### config.mk
export PLATFORM = sky130hd
export DESIGN_NAME = rpsc_top
export DESIGN_NICKNAME = d
export VERILOG_FILES = /design/src/verilog/rpsc_sync2.v /design/src/verilog/rpsc_axil.v /design/src/verilog/rpsc_top.v
export VERILOG_INCLUDE_DIRS = /design/src /design/src/verilog
export SDC_FILE = /design/constraint.sdc
export NUM_CORES = 1
export LEC_CHECK = 0
export BUFFER_PORTS_ARGS = -buffer_cell sky130_fd_sc_hd__buf_2
export CORE_MARGIN = 4
export CORE_UTILIZATION = 45
export CTS_CLUSTER_SIZE = 10
export DETAILED_ROUTE_END_ITERATION = 6
export PLACE_DENSITY = 0.73
export SETUP_SLACK_MARGIN = 0.02
export SYNTH_ARGS = -nofsm -noshare
export SYNTH_HDL_FRONTEND = slang
export SYNTH_SLANG_ARGS = --single-unit
### constraint.sdc
create_clock -name i_sys_clk -period 2.69 [get_ports i_sys_clk]
set_input_delay 0.538 -clock i_sys_clk [delete_from_list [all_inputs] [get_ports i_sys_clk]]
set_output_delay 0.538 -clock i_sys_clk [all_outputs]
set_load 0.005 [all_outputs]
### src/verilog/rpsc_defines.vh
`ifndef RPSC_DEFINES_VH
`define RPSC_DEFINES_VH

// Preamble auto count in reference cycles
`define RPSC_PREAMBLE_CYCLES 6'h20
// Feedback divide ratios
`define RPSC_DIV_REF 3'h4
`define RPSC_DIV_DATA 3'h2
// Loop input select encodings
`define RPSC_SEL_REF 1'h0
`define RPSC_SEL_DATA 1'h1
// Restart hold length in system cycles
`define RPSC_RESTART_CYCLES 3'h2
// Register offsets (byte addresses)
`define RPSC_REG_CTRL 4'h0
`define RPSC_REG_STAT 4'h4
`define RPSC_REG_CNT 4'h8
// Control field positions
`define RPSC_CTRL_RD 0
`define RPSC_CTRL_HOLD 1
`define RPSC_CTRL_GSEL 2
`define RPSC_CTRL_PRE 3
// Bus responses
`define RPSC_RESP_OK 2'h0
`define RPSC_RESP_ERR 2'h2

`endif

### src/verilog/rpsc_sync2.v
`timescale 1ns/1ps
`include "rpsc_defines.vh"

// Two flop synchroniser for pins from outside the clock domain
module rpsc_sync2 #(
  parameter W = 1
) (
  input wire i_sys_clk,
  input wire i_rst_b,
  input wire [W-1:0] i_d,
  output wire [W-1:0] o_q
);
  reg [W-1:0] s1_r;
  reg [W-1:0] s2_r;

  // First stage feeds only the second
  always @(posedge i_sys_clk or negedge i_rst_b) begin
    if (!i_rst_b) begin
      s1_r <= {W{1'b0}};
      s2_r <= {W{1'b0}};
    end else begin
      s1_r <= i_d;
      s2_r <= s1_r;
    end
  end

  assign o_q = s2_r;
endmodule // rpsc_sync2

### src/verilog/rpsc_axil.v
`timescale 1ns/1ps
`include "rpsc_defines.vh"

// AXI4-Lite slave, one outstanding write and read; reads answer in one cycle, writes one cycle later
module rpsc_axil (
  input wire i_sys_clk,
  input wire i_rst_b,
  input wire i_awvalid,
  output wire o_awready,
  input wire [3:0] i_awaddr,
  input wire i_wvalid,
  output wire o_wready,
  input wire [31:0] i_wdata,
  input wire [3:0] i_wstrb,
  output reg o_bvalid,
  input wire i_bready,
  output reg [1:0] o_bresp,
  input wire i_arvalid,
  output wire o_arready,
  input wire [3:0] i_araddr,
  output reg o_rvalid,
  input wire i_rready,
  output reg [31:0] o_rdata,
  output reg [1:0] o_rresp,
  output wire o_wr_en,
  output wire [3:0] o_wr_addr,
  output wire [31:0] o_wr_data,
  output wire [3:0] o_wr_strb,
  output wire [3:0] o_rd_addr,
  input wire [31:0] i_rd_data,
  input wire i_rd_ok,
  input wire i_wr_ok
);
  reg aw_r;
  reg w_r;
  reg [3:0] awaddr_r;
  reg [31:0] wdata_r;
  reg [3:0] wstrb_r;
  wire do_wr;

  // Address and data may come in either order; latch each
  assign o_awready = !aw_r && !o_bvalid;
  assign o_wready = !w_r && !o_bvalid;
  assign o_arready = !o_rvalid;
  assign do_wr = aw_r && w_r;
  assign o_wr_en = do_wr;
  assign o_wr_addr = awaddr_r;
  assign o_wr_data = wdata_r;
  assign o_wr_strb = wstrb_r;
  assign o_rd_addr = i_araddr;

  // Write channel capture and response
  always @(posedge i_sys_clk or negedge i_rst_b) begin
    if (!i_rst_b) begin
      aw_r <= 1'b0;
      w_r <= 1'b0;
      awaddr_r <= 4'h0;
      wdata_r <= 32'h00000000;
      wstrb_r <= 4'h0;
      o_bvalid <= 1'b0;
      o_bresp <= `RPSC_RESP_OK;
    end else begin
      if (i_awvalid && o_awready) begin
        aw_r <= 1'b1;
        awaddr_r <= i_awaddr;
      end
      if (i_wvalid && o_wready) begin
        w_r <= 1'b1;
        wdata_r <= i_wdata;
        wstrb_r <= i_wstrb;
      end
      if (do_wr) begin
        aw_r <= 1'b0;
        w_r <= 1'b0;
        o_bvalid <= 1'b1;
        o_bresp <= i_wr_ok ? `RPSC_RESP_OK : `RPSC_RESP_ERR;
      end else if (o_bvalid && i_bready) begin
        o_bvalid <= 1'b0;
      end
    end
  end

  // Read channel: data captured at address handshake
  always @(posedge i_sys_clk or negedge i_rst_b) begin
    if (!i_rst_b) begin
      o_rvalid <= 1'b0;
      o_rdata <= 32'h00000000;
      o_rresp <= `RPSC_RESP_OK;
    end else if (i_arvalid && o_arready) begin
      o_rvalid <= 1'b1;
      o_rdata <= i_rd_ok ? i_rd_data : 32'h00000000;
      o_rresp <= i_rd_ok ? `RPSC_RESP_OK : `RPSC_RESP_ERR;
    end else if (o_rvalid && i_rready) begin
      o_rvalid <= 1'b0;
    end
  end
endmodule // rpsc_axil

### src/verilog/rpsc_top.v
`timescale 1ns/1ps
`include "rpsc_defines.vh"

module rpsc_top #(
  parameter CNT_W = 6,
  parameter [CNT_W-1:0] PREAMBLE_CYCLES = `RPSC_PREAMBLE_CYCLES
) (
  input wire i_sys_clk,
  input wire i_rst_b,
  // Pins from the controller and read channel
  input wire i_read_gate_b,
  input wire i_preamble_gain_hold,
  input wire i_gain_control_select,
  input wire i_low_rate_prescale_select,
  input wire i_reference_osc_input,
  input wire i_read_data,
  // AXI4-Lite slave
  input wire i_awvalid,
  output wire o_awready,
  input wire [3:0] i_awaddr,
  input wire i_wvalid,
  output wire o_wready,
  input wire [31:0] i_wdata,
  input wire [3:0] i_wstrb,
  output wire o_bvalid,
  input wire i_bready,
  output wire [1:0] o_bresp,
  input wire i_arvalid,
  output wire o_arready,
  input wire [3:0] i_araddr,
  output wire o_rvalid,
  input wire i_rready,
  output wire [31:0] o_rdata,
  output wire [1:0] o_rresp,
  // Loop control outputs
  output reg o_loop_input_select,
  output reg o_high_gain,
  output reg [2:0] o_feedback_div,
  output reg o_prescale_div2,
  output reg o_phase_only,
  output reg o_osc_halt,
  output reg o_sync_out_enable,
  output reg o_compare_enable,
  output reg o_delayed_data
);
  // One-hot states
  localparam [4:0] ST_REF = 5'h01;
  localparam [4:0] ST_WAIT = 5'h02;
  localparam [4:0] ST_RST_D = 5'h04;
  localparam [4:0] ST_PRE = 5'h08;
  localparam [4:0] ST_DATA = 5'h10;

  reg rst_s1_r;
  reg rst_b_r;
  wire rst_b;
  wire [3:0] pins_s;
  wire ref_s;
  wire dat_s;
  reg ref_d_r;
  reg dat_d_r;
  reg dat_pend_r;
  wire ref_rise;
  wire dat_rise;
  reg [4:0] state_r;
  reg [4:0] state_nxt;
  reg [CNT_W-1:0] pre_cnt_r;
  reg [2:0] hold_cnt_r;
  reg rst_ref_r;
  reg pulse_seen_r;
  reg [3:0] ctrl_r;
  wire reading;
  wire hold_src;
  wire gsel_src;
  wire pre_src;
  wire pre_done;
  wire auto_hold;
  wire gain_hi_data;
  wire wr_en;
  wire [3:0] wr_addr;
  wire [31:0] wr_data;
  wire [3:0] wr_strb;
  wire [3:0] rd_addr;
  reg [31:0] rd_data;
  reg rd_ok;

  // Address decode shared by read and write paths
  function addr_ok;
    input [3:0] a;
    begin
      addr_ok = (a == `RPSC_REG_CTRL) || (a == `RPSC_REG_STAT) ||
        (a == `RPSC_REG_CNT);
    end
  endfunction

  // Reset release through two flops
  always @(posedge i_sys_clk or negedge i_rst_b) begin
    if (!i_rst_b) begin
      rst_s1_r <= 1'b0;
      rst_b_r <= 1'b0;
    end else begin
      rst_s1_r <= 1'b1;
      rst_b_r <= rst_s1_r;
    end
  end
  assign rst_b = rst_b_r;

  // Control pins are asynchronous; gate resets to idle (high)
  rpsc_sync2 #(.W(4)) u_pin_sync (
    .i_sys_clk(i_sys_clk),
    .i_rst_b(rst_b),
    .i_d({~i_read_gate_b, i_preamble_gain_hold, i_gain_control_select,
      i_low_rate_prescale_select}),
    .o_q(pins_s)
  );

  // Fast inputs; a real part samples these at full speed
  rpsc_sync2 #(.W(2)) u_fast_sync (
    .i_sys_clk(i_sys_clk),
    .i_rst_b(rst_b),
    .i_d({i_reference_osc_input, i_read_data}),
    .o_q({ref_s, dat_s})
  );

  // Software may override pins when its own control bit is set
  assign reading = pins_s[3] | ctrl_r[`RPSC_CTRL_RD];
  assign hold_src = pins_s[2] | ctrl_r[`RPSC_CTRL_HOLD];
  assign gsel_src = pins_s[1] | ctrl_r[`RPSC_CTRL_GSEL];
  assign pre_src = pins_s[0] | ctrl_r[`RPSC_CTRL_PRE];

  // Edge detection; a data rise is held until the next reference edge so
  // pulses shorter than half a reference period are not lost
  always @(posedge i_sys_clk or negedge rst_b) begin
    if (!rst_b) begin
      ref_d_r <= 1'b0;
      dat_d_r <= 1'b0;
      dat_pend_r <= 1'b0;
    end else begin
      ref_d_r <= ref_s;
      dat_d_r <= dat_s;
      // A rise on the clearing edge goes straight to the output instead
      if (ref_s != ref_d_r) begin
        dat_pend_r <= 1'b0;
      end else if (dat_rise) begin
        dat_pend_r <= 1'b1;
      end
    end
  end
  assign ref_rise = ref_s & ~ref_d_r;
  assign dat_rise = dat_s & ~dat_d_r;

  // Auto count ends preamble; gain hold pin ends it when selected
  assign pre_done = (pre_cnt_r >= PREAMBLE_CYCLES);
  assign auto_hold = ~pre_done;
  assign gain_hi_data = gsel_src ? hold_src : auto_hold;

  // Preamble counter, cleared whenever the gate pin and the software read bit are both off
  always @(posedge i_sys_clk or negedge rst_b) begin
    if (!rst_b) begin
      pre_cnt_r <= {CNT_W{1'b0}};
    end else if (!reading) begin
      pre_cnt_r <= {CNT_W{1'b0}};
    end else if (ref_rise && !pre_done) begin
      pre_cnt_r <= pre_cnt_r + 1'b1;
    end
  end

  // Sequencer: next state
  always @* begin
    state_nxt = state_r;
    case (state_r)
      ST_REF: begin
        if (reading) begin
          state_nxt = ST_WAIT;
        end
      end
      ST_WAIT: begin
        if (!reading) begin
          state_nxt = ST_REF;
        end else if (dat_rise) begin
          state_nxt = ST_RST_D;
        end
      end
      ST_RST_D: begin
        if (hold_cnt_r == 3'h0) begin
          state_nxt = rst_ref_r ? ST_REF : ST_PRE;
        end
      end
      ST_PRE: begin
        if (!reading) begin
          state_nxt = ST_RST_D;
        end else if (!gain_hi_data) begin
          state_nxt = ST_DATA;
        end
      end
      ST_DATA: begin
        if (!reading) begin
          state_nxt = ST_RST_D;
        end
      end
      default: begin
        state_nxt = ST_REF;
      end
    endcase
  end

  // Sequencer registers and restart hold timer
  always @(posedge i_sys_clk or negedge rst_b) begin
    if (!rst_b) begin
      state_r <= ST_REF;
      hold_cnt_r <= 3'h0;
      rst_ref_r <= 1'b0;
    end else begin
      state_r <= state_nxt;
      if (state_r != ST_RST_D && state_nxt == ST_RST_D) begin
        hold_cnt_r <= `RPSC_RESTART_CYCLES - 3'h1; // Zero is the last one
        rst_ref_r <= (state_r != ST_WAIT); // Leaving data goes to ref
      end else if (hold_cnt_r != 3'h0) begin
        hold_cnt_r <= hold_cnt_r - 3'h1;
      end
    end
  end

  // Phase mode waits for a data pulse before comparing
  always @(posedge i_sys_clk or negedge rst_b) begin
    if (!rst_b) begin
      pulse_seen_r <= 1'b0;
    end else if (state_r == ST_REF || state_r == ST_RST_D) begin
      pulse_seen_r <= 1'b0;
    end else if (dat_rise) begin
      pulse_seen_r <= 1'b1;
    end
  end

  // Registered loop controls decoded from state
  always @(posedge i_sys_clk or negedge rst_b) begin
    if (!rst_b) begin
      o_loop_input_select <= `RPSC_SEL_REF;
      o_high_gain <= 1'b1;
      o_feedback_div <= `RPSC_DIV_REF;
      o_prescale_div2 <= 1'b0;
      o_phase_only <= 1'b0;
      o_osc_halt <= 1'b0;
      o_sync_out_enable <= 1'b0;
      o_compare_enable <= 1'b1;
      o_delayed_data <= 1'b0;
    end else begin
      o_prescale_div2 <= pre_src;
      // Data released on the next reference edge, at most half a period late
      if (ref_s != ref_d_r) begin
        o_delayed_data <= dat_pend_r | dat_rise;
      end
      o_osc_halt <= (state_nxt == ST_RST_D);
      // Outputs muted across restarts so no runt pulses escape
      o_sync_out_enable <= (state_nxt == ST_PRE) ||
        (state_nxt == ST_DATA);
      case (state_nxt)
        ST_PRE: begin
          o_loop_input_select <= `RPSC_SEL_DATA;
          o_high_gain <= 1'b1;
          o_feedback_div <= `RPSC_DIV_DATA;
          o_phase_only <= 1'b1;
          o_compare_enable <= pulse_seen_r | dat_rise;
        end
        ST_DATA: begin
          o_loop_input_select <= `RPSC_SEL_DATA;
          o_high_gain <= 1'b0;
          o_feedback_div <= `RPSC_DIV_DATA;
          o_phase_only <= 1'b1;
          o_compare_enable <= pulse_seen_r | dat_rise;
        end
        ST_RST_D: begin
          o_high_gain <= 1'b1; // High gain through every restart
          o_compare_enable <= 1'b0;
        end
        default: begin
          o_loop_input_select <= `RPSC_SEL_REF;
          o_high_gain <= 1'b1;
          o_feedback_div <= `RPSC_DIV_REF;
          o_phase_only <= 1'b0;
          o_compare_enable <= 1'b1;
        end
      endcase
    end
  end

  rpsc_axil u_axil (
    .i_sys_clk(i_sys_clk),
    .i_rst_b(rst_b),
    .i_awvalid(i_awvalid),
    .o_awready(o_awready),
    .i_awaddr(i_awaddr),
    .i_wvalid(i_wvalid),
    .o_wready(o_wready),
    .i_wdata(i_wdata),
    .i_wstrb(i_wstrb),
    .o_bvalid(o_bvalid),
    .i_bready(i_bready),
    .o_bresp(o_bresp),
    .i_arvalid(i_arvalid),
    .o_arready(o_arready),
    .i_araddr(i_araddr),
    .o_rvalid(o_rvalid),
    .i_rready(i_rready),
    .o_rdata(o_rdata),
    .o_rresp(o_rresp),
    .o_wr_en(wr_en),
    .o_wr_addr(wr_addr),
    .o_wr_data(wr_data),
    .o_wr_strb(wr_strb),
    .o_rd_addr(rd_addr),
    .i_rd_data(rd_data),
    .i_rd_ok(rd_ok),
    .i_wr_ok(addr_ok(wr_addr))
  );

  // Control register, low byte lane only
  always @(posedge i_sys_clk or negedge rst_b) begin
    if (!rst_b) begin
      ctrl_r <= 4'h0;
    end else if (wr_en && wr_addr == `RPSC_REG_CTRL && wr_strb[0]) begin
      ctrl_r <= wr_data[3:0];
    end
  end

  // Read mux: status shows state and live loop controls
  always @* begin
    rd_ok = addr_ok(rd_addr);
    rd_data = 32'h00000000;
    case (rd_addr)
      `RPSC_REG_CTRL: rd_data[3:0] = ctrl_r;
      `RPSC_REG_STAT: rd_data[15:0] = {3'h0, state_r, o_feedback_div,
        o_loop_input_select, o_high_gain, o_phase_only, o_osc_halt,
        o_prescale_div2};
      `RPSC_REG_CNT: rd_data[CNT_W-1:0] = pre_cnt_r;
      default: rd_data = 32'h00000000;
    endcase
  end
endmodule // rpsc_top

=== After elaboration in Yosys (flattened, before gate mapping) ===
Cells that the tools add are included.
W data, S select, Z words.

* Bits in read-only memories: 0
* Register bits after elaboration: 96
* Memory bits (writable): 0
* Output and inout port bits: 52
* Latch bits: 0
* Input bits: 57
* Memories: 0

* Shift operators: 0
* $add $sub $neg: 2
* Reductions and logical operators: 35
* Equal/unequal tests: 16
* Order comparisons: 1
* Divide/modulo/power cells: 0
* Multipliers: 0
* Bitwise gates (word level): 12
* Multiplexer cells: 35

{| class="wikitable"
|+ Operator list
! cell !! count
|-
| $mux W5 || 7
|-
| $pmux W5 S5 || 1
|-
| $reduce_bool A2 Y1 || 7
|-
| $mux W1 || 13
|-
| $mux W13 || 1
|-
| $logic_and A1 B1 Y1 || 12
|-
| $mux W6 || 2
|-
| $pmux W4 S3 || 1
|-
| $eq A5 B3 Y1 const B || 2
|-
| $eq A5 B4 Y1 const B || 2
|-
| $eq A5 B5 Y1 const B || 2
|-
| $eq A4 B3 Y1 const B || 2
|-
| $eq A4 B4 Y1 const B || 2
|-
| $logic_not A4 Y1 || 2
|-
| $mux W7 || 1
|-
| $add A6 B1 Y6 const B || 1
|-
| $ge A6 B6 Y1 const B || 1
|-
| $logic_or A1 B1 Y1 || 6
|-
| $mux W3 || 2
|-
| $or A1 B1 Y1 || 6
|-
| $pmux W3 S2 || 1
|-
| $eq A5 B1 Y1 const B || 1
|-
| $eq A5 B2 Y1 const B || 1
|-
| $logic_not A1 Y1 || 5
|-
| other kinds (14) || 20
|}

=== Longest topological paths before layout ===
* Depth in word-level cells: 9
* Depth in mapped cells: 8

=== Hierarchy ===
From an unflattened synthesis, not the netlist that was laid out.

* Cells, all modules: 447
* Area, all modules: 5,415.2 µm²

{| class="wikitable"
|+ Modules (own cells, without submodules)
! module !! area each (µm²) !! seq. area each (µm²) !! cells an instance !! times used
|-
| rpsc_axil || 3,325.7 || 1,951.9 || 251 || 1
|-
| rpsc_top || 1,789.2 || 830.8 || 184 || 1
|-
| rpsc_sync2 at u_pin_sync || 200.2 || 200.2 || 8 || 1
|-
| rpsc_sync2 at u_fast_sync || 100.1 || 100.1 || 4 || 1
|}

=== Worst setup path after synthesis ===
OpenSTA, ideal clock, no wires.

* Path type: register to register
* Start point: reg hold_cnt_r[0]
* End point: reg o_compare_enable
* Period minus slack after synthesis: 1.576 ns
* Data required time: 2.608 ns
* Cell stages (with the launch flop): 9
* Path buffers: 1
* Data arrival time: 1.495 ns
* Path slack: 1.114 ns
* Cell sequence: dfrtp_1 > inv_1 > ha_1 > nor2b_1 > buf_2 > mux2i_1 > a2bb2oi_1 > nand2_1 > o21bai_1

* Longest elaborated chain between the ends: 6
* Elaborated cells between the ends (all ways): 8

{| class="wikitable"
|+ Ends and longest elaborated chain
! item !! line !! text
|-
| start, declared || rpsc_top.v:67 || <nowiki>reg [2:0] hold_cnt_r;</nowiki>
|-
| start signal, assigned || rpsc_top.v:215 || <nowiki>hold_cnt_r <= `RPSC_RESTART_CYCLES - 3'h1;</nowiki>
|-
| start signal, assigned || rpsc_top.v:218 || <nowiki>hold_cnt_r <= hold_cnt_r - 3'h1;</nowiki>
|-
| $logic_not A3 Y1 (*) || rpsc_top.v:184 || <nowiki>if (hold_cnt_r == 3'h0) begin</nowiki>
|-
| $mux W5 (*) || rpsc_top.v:184 ||
|-
| $pmux W5 S5 (*) || rpsc_top.v:170 || <nowiki>case (state_r)</nowiki>
|-
| $eq A5 B4 Y1 or $eq A5 B5 Y1 (tied branches) || rpsc_top.v:256 || <nowiki>case (state_nxt)</nowiki>
|-
| $reduce_or A2 Y1 (no line) || - ||
|-
| $pmux W1 S2 (*) || rpsc_top.v:256 ||
|-
| end signal, assigned || rpsc_top.v:262 || <nowiki>o_compare_enable <= pulse_seen_r | dat_rise;</nowiki>
|-
| end signal, assigned || rpsc_top.v:269 || <nowiki>o_compare_enable <= pulse_seen_r | dat_rise;</nowiki>
|-
| end, declared || rpsc_top.v:43 || <nowiki>output reg o_compare_enable,</nowiki>
|}

Every way passes the cells marked *; elsewhere a longest branch is shown, timed or not.
A chain may end at the register's enable or synchronous reset.

=== Worst setup path after layout ===
Ends and elaborated chain as after synthesis.

==> impl_results.md <==
* GRT Residual Overflow at 0
* Die extent in x at between 90 and 100 um
* Layout cells sized above 1 at 30.8%
* Post-synth top area share at between 50 and 60%
* Most common cell after layout, fill and taps aside: dfrtp_1
* Commonest non-fill, non-tap cells in the layout: 68 x dfrtp_1, 55 x buf_2, 23 x conb_1, 18 x nor2_1, 16 x inv_1
* Routing usage on met1 at ~18%
* Fin crit period at ~1.7 ns
* Crit path largest cell delay at approximately 0.36 ns
* Antenna Cells at 0
* Area contributors post-synth: dfrtp_1 54%, buf_4 6.2%, mux2_2 4.6%, dfstp_2 3.3%, a22o_1 3.0%
* Post-detail-place hpwl at about 4000 um
* DRT iter0 DRCs at 82
* Final hold violation count at 0
* CP endpoint kind: flip-flop
* CTS Buffer Depth at 2
* Number of global-route vias before repair at 2050
* Most Crowded Layer GR: met2
* Placed Area at between 0.003 and 0.004 mm2
* DRC viols at 0
* WS Path Type: flip-flop to flip-flop
* R2r setup slk at 1.0 ns
* Combinational family with the most area after synthesis: simple AND/OR/NAND/NOR gates
* Clock sinks at between 70 and 80
* Fillers at 631
* FF+latch count, synth at 73
* Setup TNS at 0 ns
* Path type of the worst min-delay path: flip-flop to asynchronous set/reset pin
* Post-synthesis async set-or-reset flop share at 100%
* Worst Path Buf+Inv at 2
* RSZ-0062 raised after global routing: no
* CP required at between 2 and 3 ns
* Core region area at a little under 0.007 mm2
* Final antenna-violating net count at 0
* Syn Inst Count at 270
* Fmax at around 0.59 GHz
* CP max-delay cell: dfrtp_1
* Cell taking the most area after synthesis: dfrtp_1
* IO buf count at 55
* Via count at around 2000
* Max-cap violations at 0
* DP Worst Slack at about 0.95 ns
* Util after Layout at 53.8%
* R2R Path Start: hold_cnt_r[0]
* Detailed Routing Iterations Pass 1 at 4
* Clk slew on worst S/H paths at about 0.070 ns
* Post-Synth XOR/XNOR Area at 2.21%
* Outcome: finished clean
* Largest net degree at the start of global routing at 39
* Htree depth at 3
* Post-route setup slack at roughly 1 ns
* Die area at ~0.0085 mm2
* Worst IR drop on VDD at between 400 and 500 uV
* Area grow syn2layout at 15.9%
* Worst Path Arrival at 1.97 ns
* Fin area at ~0.0037 mm2
* Die Y at 92.0 um
* Cell area power density at 863 mW/mm2
* Via density at 4.70
* GPL Wtd Cong at between 0.7 and 0.8
* Cell breakdown of the critical path: inv_1 > ha_1 > nor2b_1 > buf_4 > mux2i_1 > a2bb2oi_1 > nand2_1 > o21bai_1
* Synth Area in Simple Gates at approximately 11%
* Net count, final at slightly below 400
* CTS root buf: clkbuf_8
* Post-synthesis mux area share at under 10%
* R2R cell count at 8
* Pins over their slew limit at 0
* Compound-gate portion of the synthesized area at 10.8%
* R2r endpoint: o_compare_enable
* CP max FO at 8
* Final setup viols at 0
* Clock latency on the worst-skew pair at 0.34 ns
* Top delay family on crit path: compound AO/OA/AOI/OAI gates
* Syn Std Cell Area at 0.00317 mm2
* GRT Total Usage at 14.4%
* Met3 Usage GRT at under 10%
* Ys Warns at 0
* Most used flip-flop cell after synthesis: dfrtp_1
* Initial antenna violation count at 0
* Syn Area/Cell at 11.7 um2
* Leakage at 1.85 nW
* # IOs at around 110
* Total Wirelength at 5540 um
* TritonCTS clock tree: yes
* Inserted Clock Buffers at 9
* Crit path launch type: flip-flop
* Initial core utilization at 46.4%
* Sequential area share after synthesis at around 58%
* EDFF count, synth at 0
* Final critical-path share of the clock period at between 60 and 70%
* Rows at 30
* Worst Skew at 0.00407 ns
* Synth Area in Adders at about 2.0%
* WL/cell at 12.9 um
* First-pass GRT wire length at 9500 um
* Post-CTS resize count at 0
* M2 GR Usage at a little over a fifth
* Synth cell types at 48
worst max path at each step:
stage                             start                 end  slack, ns  cells after the start
after floorplan                   rst_b           ctrl_r[0]       0.51                      0
after global placement        i_arvalid   u_axil.o_rdata[8]       0.98                      5
after detailed placement      i_arvalid  u_axil.o_rdata[10]       0.95                      5
after CTS                 hold_cnt_r[0]    o_compare_enable       0.98                      8
after global routing      hold_cnt_r[0]    o_compare_enable       0.81                      8
final                     hold_cnt_r[0]    o_compare_enable        1.0                      8
power breakdown:
group	switching [W]	internal (W)
logic	0.000348	0.000363
registers	0.000173	0.00134
clock network	0.000372	0.000575
metrics by stage:
step	std cells	hold WS, ns	power (W)
5_1_grt	430	0.167	0.00339
3_3_place_gp	413	0.137	0.00221
6_report	430	0.134	0.00317
4_1_cts	430	0.144	0.00322
3_5_place_dp	413	0.138	0.00226
2_1_floorplan	291	0.242	0.00205
logic make-up (layout without fill, tap and decap cells):
logic type / after synthesis / after routing
DFF: 73 / 73
AOI/OAI and AO/OA: 48 / 48
buffers and inverters: 49 / 92
muxes: 20 / 20
and+or+nand+nor: 65 / 65
adders and majority gates: 5 / 5
other: 2 / 23
xor gates and xnor gates: 8 / 8
worst register-to-register path, delay by kind of cell (launching register included):
family	cells	cell delay, ns
adder cells (fa/ha/maj)	1	0.17
multiplexers	1	0.20
buffers and inverters	2	0.28
flip-flops	1	0.36
AO/OA/AOI/OAI	2	0.37
AND/OR/NAND/NOR	2	0.25
repair_timing:
item / in CTS / in global routing
setup buffers: 0 / 0
endpoints found under the hold margin: 2 / 0
hold buffers: 1 / 0
registers in the layout (all words and copies together) (netlist names), 4 cells and up:
signal and cells:
pre_cnt_r 6, u_axil.o_rdata 13, u_pin_sync.s1_r 4, u_axil.o_wr_data 4, u_pin_sync.o_q 4, ctrl_r 4
state_r 5, u_axil.o_wr_addr 4
synthesized netlist by cell type, types with 3 or more instances:
library cell and number:
nor2b_1 7, ha_1 5, nor3_1 4, nand3_1 3
and2_1 3, nor2_1 18, o21ai_0 11, o21bai_1 3
nand2_1 14, a22o_1 11, dfstp_2 4, buf_4 26
dfrtp_1 69, xnor2_1 3, o211ai_1 3, nand2b_1 3
a21oi_1 7, inv_1 16, clkbuf_1 3, mux2_2 13
mux2i_1 7, xor2_1 5
layer usage:
metal	vias to the layer above	wire, um	part of all wire [%]
met4	0	82	1.5
met3	7	424	7.6
li1	975	-	-
met5	-	0	0
met2	69	2500	45
met1	972	2540	46
area by class of cell:
class,count,area [um2],area share (%)
clock inverters,2,60.1,1.63
repair buffers,59,308,8.38
clock buffers,14,163,4.43
flip-flops and latches,73,1830,49.9
inverters,17,63.8,1.74
well taps,96,120,3.27
multi-input cells,169,1130,30.7
No activity file was read; power rests on OpenSTA's default activity.
